`config.mk`:
```
export PLATFORM = sky130hd
export DESIGN_NAME = fast_settle_sinc3_postfilter
export DESIGN_NICKNAME = d
export VERILOG_FILES = /design/src/rtl/sinc3_pkg.sv /design/src/rtl/stage_if.sv /design/src/rtl/sinc_integrator.sv /design/src/rtl/sinc_comb.sv /design/src/rtl/fast_settle_sinc3_postfilter.sv
export SDC_FILE = /design/constraint.sdc
export NUM_CORES = 2
export LEC_CHECK = 0
export BUFFER_PORTS_ARGS = -buffer_cell sky130_fd_sc_hd__buf_2
export CORE_MARGIN = 2
export CORE_UTILIZATION = 40
export DETAILED_ROUTE_END_ITERATION = 8
export PLACE_DENSITY = 0.56
export SETUP_SLACK_MARGIN = 0.1
export SLEW_MARGIN = 5
export SYNTH_ARGS = -nofsm -noshare
export SYNTH_HDL_FRONTEND = slang
export SYNTH_SLANG_ARGS = --single-unit
export TNS_END_PERCENT = 5
```
`constraint.sdc`:
```
create_clock -name clk -period 13.1 [get_ports clk]
set_input_delay 1.31 -clock clk [delete_from_list [all_inputs] [get_ports clk]]
set_output_delay 1.31 -clock clk [all_outputs]
set_load 0.05 [all_outputs]
```
`src/rtl/sinc3_pkg.sv`:
```
// Constants, lookup tables and types for the fast settling sinc3 decimation path.
// What this block does
// - Fast mode rate: fclk/((3+avg-1)*1024*word).
// - Filter word is unsigned ten-bit value.
// - Average select zero turns fast mode off.
// - Fast mode: settled result one output period after start.
// - Channel change adds no extra conversion delay.
// - Input steps never restart the filter.
// - Mid-conversion step gives one unsettled result, two with chop.
// - Sinc first notch at fclk/(1024*word).
// - Postfilter notches at sinc notch over avg.
// - Word 6, avg 16: 44.44 Hz output.
// - Word 5, avg 16: 53.33 Hz output.
// - Word 30, avg 16: 8.9 Hz output.
// - Word 96 with 60 Hz notch: 2.78 Hz.
// - Chop swaps input polarity, averages conversions.
// - Chop keeps rate, settling becomes two periods.
// - Chop sinc4 example: 23.75 ms, 47.5 ms.
// - Zero latency throughput equals output data rate.
// - Postfilter averages by 2, 8 or 16.
package sinc3_pkg;

    // ----------------------------------------------------------------
    // Clocking
    // ----------------------------------------------------------------
    localparam int CLK_HZ        = 200_000_000;
    localparam int MCLK_HZ       = 4_920_000;
    localparam int MCLK_DIV      = CLK_HZ / MCLK_HZ;
    localparam int MOD_PRESCALE  = 16;
    localparam int NOTCH_SCALE   = 1024;
    localparam int DEC_PER_WORD  = NOTCH_SCALE / MOD_PRESCALE;
    localparam int SINC_ORDER    = 3;

    // ----------------------------------------------------------------
    // Widths and field layout
    // ----------------------------------------------------------------
    localparam int FW_W     = 10;
    localparam int FW_MSB   = 9;
    localparam int FW_LSB   = 0;
    localparam int CNT_W    = 16;
    localparam int IDX_W    = 5;
    localparam int ACC_W    = 50;
    localparam int SUM_W    = ACC_W + 5;
    localparam int RES_W    = ACC_W;

    // ----------------------------------------------------------------
    // Reset values
    // ----------------------------------------------------------------
    localparam logic [7:0]       MCLK_CNT_RST = 8'h00;
    localparam logic [3:0]       PRE_CNT_RST  = 4'h0;
    localparam logic [CNT_W-1:0] SAMP_RST     = 16'h0000;
    localparam logic [IDX_W-1:0] IDX_RST      = 5'h00;
    localparam logic [1:0]       FRAMES_RST   = 2'h0;

    // ----------------------------------------------------------------
    // Averaging lookup, indexed by the two select bits
    // ----------------------------------------------------------------
    localparam logic [IDX_W-1:0] AVG_FACTOR [0:3] = '{5'h00, 5'h02, 5'h08, 5'h10};
    localparam logic [2:0]       AVG_SHIFT  [0:3] = '{3'h0, 3'h1, 3'h3, 3'h4};
    localparam logic [1:0]       SETTLE_PLAIN     = 2'h1;
    localparam logic [1:0]       SETTLE_CHOP      = 2'h2;

    typedef logic signed [ACC_W-1:0] acc_t;
    typedef logic signed [SUM_W-1:0] sum_t;

endpackage

```
`src/rtl/stage_if.sv`:
```
// Stream link between adjacent integrator or comb stages.
`timescale 1ns/1ps
interface stage_if;
    logic                 en;
    sinc3_pkg::acc_t      data;

    modport src (input en, output data);
    modport rcv (input en, input data);
endinterface

```
`src/rtl/sinc_integrator.sv`:
```
// One integrator stage of the sinc3 decimator, wrapping two's complement.
`timescale 1ns/1ps
module sinc_integrator (
    input  wire logic clk,
    input  wire logic rst,
    stage_if.rcv      up,
    stage_if.src      dn
);
    always_ff @(posedge clk) begin
        if (rst) begin
            dn.data <= '0;
        end else if (up.en) begin
            dn.data <= dn.data + up.data;
        end
    end
endmodule // sinc_integrator

```
`src/rtl/sinc_comb.sv`:
```
// One comb stage of the sinc3 decimator, run at the decimated rate.
`timescale 1ns/1ps
module sinc_comb (
    input  wire logic clk,
    input  wire logic rst,
    stage_if.rcv      up,
    stage_if.src      dn
);
    sinc3_pkg::acc_t dly_q;

    // The difference is not registered, so a chain of combs adds no decimated latency to the window.
    assign dn.data = up.data - dly_q;

    always_ff @(posedge clk) begin
        if (rst) begin
            dly_q <= '0;
        end else if (up.en) begin
            dly_q <= up.data;
        end
    end
endmodule // sinc_comb

```
`src/rtl/fast_settle_sinc3_postfilter.sv`:
```
// Sinc3 decimator with averaging postfilter, chop and zero-latency framing.
`timescale 1ns/1ps
module fast_settle_sinc3_postfilter (
    input  wire logic                         clk,
    input  wire logic                         rst,
    input  wire logic                         mod_bit,
    input  wire logic [sinc3_pkg::FW_W-1:0]   filter_word,
    input  wire logic                         average_select_hi,
    input  wire logic                         average_select_lo,
    input  wire logic                         notch_60hz_enable,
    input  wire logic                         chop_enable,
    input  wire logic                         channel_change,
    input  wire logic                         input_step,
    output logic signed [sinc3_pkg::RES_W-1:0] result,
    output logic                              result_valid,
    output logic                              result_settled,
    output logic                              chop_invert,
    output logic                              fast_mode,
    output logic [1:0]                        settling_time
);

    // ----------------------------------------------------------------
    // Master clock and modulator sample enables
    // ----------------------------------------------------------------
    logic [7:0]  mclk_cnt_q;
    logic [3:0]  pre_cnt_q;
    logic        mclk_en;
    logic        mod_en;

    assign mclk_en = (mclk_cnt_q == 8'(sinc3_pkg::MCLK_DIV - 1));
    assign mod_en  = mclk_en && (pre_cnt_q == 4'(sinc3_pkg::MOD_PRESCALE - 1));

    always_ff @(posedge clk) begin
        if (rst) begin
            mclk_cnt_q <= sinc3_pkg::MCLK_CNT_RST;
        end else if (mclk_en) begin
            mclk_cnt_q <= sinc3_pkg::MCLK_CNT_RST;
        end else begin
            mclk_cnt_q <= mclk_cnt_q + 8'h01;
        end
    end

    always_ff @(posedge clk) begin
        if (rst) begin
            pre_cnt_q <= sinc3_pkg::PRE_CNT_RST;
        end else if (mclk_en) begin
            pre_cnt_q <= pre_cnt_q + 4'h1;
        end
    end

    // ----------------------------------------------------------------
    // Modulator bit synchroniser and sample mapping
    // ----------------------------------------------------------------
    logic sync1_q;
    logic sync2_q;

    always_ff @(posedge clk) begin
        if (rst) begin
            sync1_q <= 1'b0;
            sync2_q <= 1'b0;
        end else begin
            sync1_q <= mod_bit;
            sync2_q <= sync1_q;
        end
    end

    // ----------------------------------------------------------------
    // Configuration decode
    // ----------------------------------------------------------------
    logic [1:0]                 avg_code;
    logic [sinc3_pkg::IDX_W-1:0] frame_len;
    logic [sinc3_pkg::CNT_W-1:0] dec_len;
    logic [sinc3_pkg::FW_W-1:0]  word_eff;
    logic [sinc3_pkg::FW_W+3:0]  cfg_now;
    logic [sinc3_pkg::FW_W+3:0]  cfg_q;
    logic                        restart;

    assign avg_code  = {average_select_hi, average_select_lo};
    assign fast_mode = (avg_code != 2'b00);
    // A zero word would stall the decimator, so it runs as a word of one.
    assign word_eff  = (filter_word == '0) ? 10'h001 : filter_word;
    // Decimation of 1024 master clocks per word unit sets the first notch.
    assign dec_len   = sinc3_pkg::CNT_W'(word_eff * sinc3_pkg::DEC_PER_WORD);
    // Frame spans (3 + avg - 1) sinc periods in fast mode.
    assign frame_len = fast_mode
                     ? sinc3_pkg::IDX_W'(sinc3_pkg::SINC_ORDER - 1) + sinc3_pkg::AVG_FACTOR[avg_code]
                     : sinc3_pkg::IDX_W'(sinc3_pkg::SINC_ORDER);
    assign cfg_now   = {filter_word, avg_code, chop_enable, notch_60hz_enable};
    // Only a channel change or a new setup restarts framing, never an input step.
    assign restart   = channel_change || (cfg_now != cfg_q);

    always_ff @(posedge clk) begin
        if (rst) begin
            cfg_q <= '0;
        end else begin
            cfg_q <= cfg_now;
        end
    end

    // ----------------------------------------------------------------
    // Decimation counter
    // ----------------------------------------------------------------
    logic [sinc3_pkg::CNT_W-1:0] samp_cnt_q;
    logic                        dec_en;
    logic                        sinc_vld_q;

    assign dec_en = mod_en && (samp_cnt_q >= dec_len - 16'h0001);

    always_ff @(posedge clk) begin
        if (rst || restart) begin
            samp_cnt_q <= sinc3_pkg::SAMP_RST;
        end else if (dec_en) begin
            samp_cnt_q <= sinc3_pkg::SAMP_RST;
        end else if (mod_en) begin
            samp_cnt_q <= samp_cnt_q + 16'h0001;
        end
    end

    always_ff @(posedge clk) begin
        if (rst || restart) begin
            sinc_vld_q <= 1'b0;
        end else begin
            sinc_vld_q <= dec_en;
        end
    end

    // ----------------------------------------------------------------
    // Sinc3 integrator and comb chains
    // ----------------------------------------------------------------
    stage_if ig [0:sinc3_pkg::SINC_ORDER] ();
    stage_if cg [0:sinc3_pkg::SINC_ORDER] ();

    assign ig[0].data = sync2_q ? sinc3_pkg::acc_t'(1) : -sinc3_pkg::acc_t'(1);
    assign cg[0].data = ig[sinc3_pkg::SINC_ORDER].data;

    genvar g;
    generate
        for (g = 0; g <= sinc3_pkg::SINC_ORDER; g++) begin : g_en
            assign ig[g].en = mod_en;
            // Combs load a cycle late, so they see the integrators after the decimation sample.
            assign cg[g].en = sinc_vld_q;
        end
        for (g = 0; g < sinc3_pkg::SINC_ORDER; g++) begin : g_stage
            // A restart empties both chains, so the first frame holds only samples taken after it.
            sinc_integrator u_int (
                .clk (clk),
                .rst (rst || restart),
                .up  (ig[g]),
                .dn  (ig[g+1])
            );
            sinc_comb u_comb (
                .clk (clk),
                .rst (rst || restart),
                .up  (cg[g]),
                .dn  (cg[g+1])
            );
        end
    endgenerate

    // ----------------------------------------------------------------
    // Postfilter framing and averaging
    // ----------------------------------------------------------------
    logic [sinc3_pkg::IDX_W-1:0] idx_q;
    logic [sinc3_pkg::IDX_W-1:0] idx_n;
    sinc3_pkg::acc_t             sinc_now;
    sinc3_pkg::acc_t             prev_sinc_q;
    sinc3_pkg::acc_t             post_in;
    sinc3_pkg::sum_t             acc_q;
    sinc3_pkg::sum_t             acc_n;
    logic                        in_window;
    logic                        first_in_window;
    logic                        frame_end;

    assign sinc_now        = cg[sinc3_pkg::SINC_ORDER].data;
    assign idx_n           = idx_q + 5'h01;
    assign in_window       = sinc_vld_q && (idx_n >= 5'(sinc3_pkg::SINC_ORDER));
    assign first_in_window = (idx_n == 5'(sinc3_pkg::SINC_ORDER));
    // One result per completed group of averaged sinc outputs.
    assign frame_end       = sinc_vld_q && (idx_n == frame_len);

    // The optional 60 Hz term pairs each sinc output but the first of a frame with its predecessor; the first is paired with itself.
    always_comb begin
        sinc3_pkg::acc_t pair;
        pair = first_in_window ? sinc_now : prev_sinc_q;
        if (notch_60hz_enable) begin
            post_in = sinc3_pkg::acc_t'((sinc3_pkg::sum_t'(sinc_now) + sinc3_pkg::sum_t'(pair)) >>> 1);
        end else begin
            post_in = sinc_now;
        end
    end

    // Outputs past the first full sinc window are summed, which places notches at the notch over avg.
    assign acc_n = (first_in_window ? '0 : acc_q) + sinc3_pkg::sum_t'(post_in);

    always_ff @(posedge clk) begin
        if (rst || restart) begin
            idx_q <= sinc3_pkg::IDX_RST;
        end else if (frame_end) begin
            idx_q <= fast_mode ? sinc3_pkg::IDX_RST : 5'(sinc3_pkg::SINC_ORDER - 1);
        end else if (sinc_vld_q) begin
            idx_q <= idx_n;
        end
    end

    always_ff @(posedge clk) begin
        if (rst || restart) begin
            acc_q <= '0;
        end else if (in_window) begin
            acc_q <= acc_n;
        end
    end

    always_ff @(posedge clk) begin
        if (rst) begin
            prev_sinc_q <= '0;
        end else if (sinc_vld_q) begin
            prev_sinc_q <= sinc_now;
        end
    end

    // ----------------------------------------------------------------
    // Chop: polarity swap per frame and two-frame average
    // ----------------------------------------------------------------
    logic            chop_phase_q;
    sinc3_pkg::sum_t frame_avg;
    sinc3_pkg::sum_t frame_val;
    sinc3_pkg::sum_t prev_val_q;
    sinc3_pkg::sum_t out_val;

    assign frame_avg   = acc_n >>> sinc3_pkg::AVG_SHIFT[avg_code];
    // The inverted orientation is turned back before averaging so offset cancels.
    assign frame_val   = chop_phase_q ? -frame_avg : frame_avg;
    assign out_val     = chop_enable ? ((frame_val + prev_val_q) >>> 1) : frame_val;
    assign chop_invert = chop_phase_q;

    always_ff @(posedge clk) begin
        if (rst || restart) begin
            chop_phase_q <= 1'b0;
        end else if (frame_end && chop_enable) begin
            chop_phase_q <= ~chop_phase_q;
        end
    end

    always_ff @(posedge clk) begin
        if (rst || restart) begin
            prev_val_q <= '0;
        end else if (frame_end) begin
            prev_val_q <= frame_val;
        end
    end

    // ----------------------------------------------------------------
    // Settling and step tracking
    // ----------------------------------------------------------------
    logic [1:0] frames_q;
    logic [1:0] frames_need;
    logic [1:0] step_left_q;
    logic       step_mid;

    // Chop doubles settling while the frame rate stays put.
    assign frames_need   = chop_enable ? sinc3_pkg::SETTLE_CHOP : sinc3_pkg::SETTLE_PLAIN;
    assign settling_time = frames_need;
    // A step on the frame boundary is aligned and spoils nothing.
    assign step_mid      = input_step && !frame_end && (idx_q != sinc3_pkg::IDX_RST || samp_cnt_q != '0);

    always_ff @(posedge clk) begin
        if (rst || restart) begin
            frames_q <= sinc3_pkg::FRAMES_RST;
        // Saturating at two keeps the sum in the settled test inside two bits.
        end else if (frame_end && frames_q != 2'h2) begin
            frames_q <= frames_q + 2'h1;
        end
    end

    // A new mid-frame step wins over the count-down of an older one.
    always_ff @(posedge clk) begin
        if (rst || restart) begin
            step_left_q <= 2'h0;
        end else if (step_mid) begin
            step_left_q <= frames_need;
        end else if (frame_end && step_left_q != 2'h0) begin
            step_left_q <= step_left_q - 2'h1;
        end
    end

    // ----------------------------------------------------------------
    // Result registers
    // ----------------------------------------------------------------
    always_ff @(posedge clk) begin
        if (rst) begin
            result <= '0;
        end else if (frame_end && !restart) begin
            result <= sinc3_pkg::RES_W'(out_val);
        end
    end

    always_ff @(posedge clk) begin
        if (rst || restart) begin
            result_valid   <= 1'b0;
            result_settled <= 1'b0;
        end else begin
            result_valid   <= frame_end;
            result_settled <= frame_end && (frames_q + 2'h1 >= frames_need) && (step_left_q == 2'h0);
        end
    end

endmodule // fast_settle_sinc3_postfilter

```
==> reports/qor.yml <==
outcome: "finished with violations"
violations: "negative setup slack"
stdcell_count: 9045
vias_per_cell: 5.18
grt_max_degree: 118
grt_pass1_wl_microns: 226000
start_kind: "flop"
synth_area_leaders: "dfxtp_1 23%, ha_1 12%, a21oi_1 6.7%, xnor2_1 5.9%, nand2_1 5.9%"
grt-ovfl-total: 0
drc: 0
postLayoutCellArea_sq_um: 62100
insertion_delay_ns: 0.67
wl_microns: 137000
leakage_nw: 27.2
dieArea_sq_um: 124000
synth_area_per_cell_sq_um: 7.55
syn_area_sq_um: 48500
vdd.ir_drop.worst_mv: 0.0978
antenna_cells: 0
antenna_found_initial: 0
layout_setup_ws_ns: -0.634
top_layer_used: "met4"
synth_ff_type: "dfxtp_1"
drt_iter0_drc: 2194
die_x_microns: 352
fp-row-count: 127
grt_pass1_vias: 45400
cts_tree: "done"
period_minus_slack_ns: 13.73
required_ns: 13.69
final_net_count: 7874
met3RoutedLength_microns: 4120
numCtsBuffers: 74
yosysTopAreaCellShare_pct: 23.2
maxCapViolCount: 0
power_density_nw_per_um2: 68.2
async_flop_share_pct: 0
synthCells: 6422
worstMarginPinSlew_ns: 1.13
num_vias: 46800
placed_area_sq_um: 58200
layout-drive-gt1-share_pct: 22.4
synth_fp_nets: 6919
critPathMaxFanout: 4
post_drt_wl_per_cell_microns: 15.2
finalCritPeriodShare_pct: 105
yosysWarnings: 0
post-synth-top-area-cell: "dfxtp_1"
endpoint_kind: "flop"
ys_seq_area_share_pct: 23.2
cts_buffer_depth: 3
ys_ff_latch: 563
path_class: "flop to flop"
gp_congestion: 0.896
dpl.hpwl_microns: 103000
route.antenna.remaining_nets: 0
arrival_ns: 14.32
clock_skew_ns: 0.0352
dr_wl_met2_microns: 65100
cts.sinks: 563
setup_viol: 9
timing.critical_path.mode_cell: "a21oi_2"
finalHoldViolCount: 0
post-route-util_pct: 51.7
cts_hold_buf: 0
cts-htree-levels: 3
synth_edf_count: 0
clock.fmax_ghz: 0.0728
grt_usage_pct: 21.5
start_util_pct: 40.4
syn2layout_area_growth_pct: 28.0
portBuffers: 74
timing.slew.headroom_pct: 24.8
met1_length_microns: 62900
ys_types: 116
io_pins: 75
first_pass_iters: 7
rsz0062_at_grt: "yes"
synth_commonest_cells: "759 x nand2_1, 737 x nor2_1, 652 x a21oi_1, 563 x dfxtp_1, 469 x ha_1"
fp.dieH_microns: 352
hold_class: "flop to flop"
cts_root_buf: "clkbuf_16"
maxSlewViolCount: 0
critPathMaxStageDelay_ns: 0.47
place_inst: 8864
yosysMostFrequentCell: "nand2_1"
core_sq_um: 120000
clkTransAtPathRegs_ns: 0.06
critical-path-slowest-cell: "mux4_2"
-- per-layer routing --
metal | vias to the layer above | track usage (%)
met3 | 199 | 2.40
met5 | - | 0
met4 | 0 | 7.78
met1 | 21500 | 26.8
met2 | 619 | 38.0
li1 | 24600 | -
-- registers in the layout, indices dropped and copies added, names as in the netlist, 8 cells and up --
name	cells
prev_val_q	51
mclk_cnt_q	8
samp_cnt_q	16
cfg_q	14
result	50
prev_sinc_q	50
acc_q	55
g_stage.u_int.dn.data	150
g_stage.u_comb.dly_q	150
-- where the power goes --
| part | internal, mW | switching [mW] |
|---|---|---|
| Clock | 1.28 | 0.852 |
| Combinational | 0.166 | 0.215 |
| Sequential | 1.72 | 0.00185 |
-- cell families after synthesis --
| family | Yosys count | synth area share, % |
|---|---|---|
| multiplexers | 278 | 6.27 |
| adder cells (fa/ha/maj) | 478 | 12.5 |
| buffers and inverters | 625 | 4.88 |
| flip-flops | 563 | 23.2 |
| AND/OR/NAND/NOR | 2197 | 20.4 |
| XOR/XNOR | 494 | 9.00 |
| AO/OA/AOI/OAI | 1787 | 23.7 |
-- worst paths after layout --
kind / startpoint / end / slack [ns] / cells past startpoint
min reg2reg: acc_q[41] / acc_q[41] / 0.45 / 2
max: g_stage[0].u_comb.dly_q[6] / result[49] / -0.63 / 78
min: acc_q[41] / acc_q[41] / 0.45 / 2
max reg2reg: g_stage[0].u_comb.dly_q[6] / result[49] / -0.63 / 78
-- stage by stage --
| step | worst slack [ns] | setup TNS [ns] | power [mW] | hold WS, ns |
|---|---|---|---|---|
| 6_report | -0.634 | -3.36 | 4.23 | 0.448 |
| 5_1_grt | -1.60 | -24.66 | 4.39 | 0.465 |
| 4_1_cts | -0.701 | -4.62 | 4.29 | 0.449 |
| 3_5_place_dp | -1.22 | -15.97 | 2.12 | 0.443 |
| 3_3_place_gp | -1.25 | -16.12 | 2.12 | 0.434 |
| 2_1_floorplan | -0.0893 | -0.139 | 1.96 | 0.414 |
-- cell usage in the layout (no fill, tap or decap), drive strengths merged, types with 12 or more instances in the layout --
cell / instances
a2111oi: 13
nand2: 760
a211oi: 115
buf: 1160
clkinv: 16
nor2b: 61
mux2: 26
nor2: 737
and2: 81
nand2b: 68
a221o: 12
or3: 47
a21o: 232
nor3: 119
mux2i: 234
a211o: 21
o31a: 13
a21oi: 658
and3: 52
inv: 346
xor2: 164
a21boi: 16
o21ai: 294
ha: 469
o21bai: 79
nand4: 42
dfxtp: 563
o21a: 59
o211ai: 43
or2: 26
and4: 14
nand3: 124
xnor2: 329
o31ai: 28
a31oi: 48
a311oi: 20
clkbuf: 105
mux4: 18
nor4: 21
-- critical path: cells and delay by family, from the launching register on --
kind / cells / cell delay, ns
AO/OA/AOI/OAI: 42 / 6.69
multiplexers: 3 / 0.85
XOR/XNOR: 6 / 0.96
flip-flops: 1 / 0.33
AND/OR/NAND/NOR: 14 / 2.23
buffers and inverters: 7 / 0.88
adder cells (fa/ha/maj): 6 / 1.69
-- final cells by class --
cell class              count  area (sq um)
clock buffers             105          2140
clock inverters            27           399
fillers                 11700         58100
inverters                 344          1290
multi-input cells        5234         36400
flip-flops and latches    563         11300
well taps                1612          2020
repair buffers           1160          8560
-- repair_timing --
action                                  CTS  global route
buffers inserted                         31            18
pin swaps                                98            86
endpoints found under the setup margin   29            43
gates resized for setup                 104           123
Note: power is estimated with default switching activity, not from simulation.
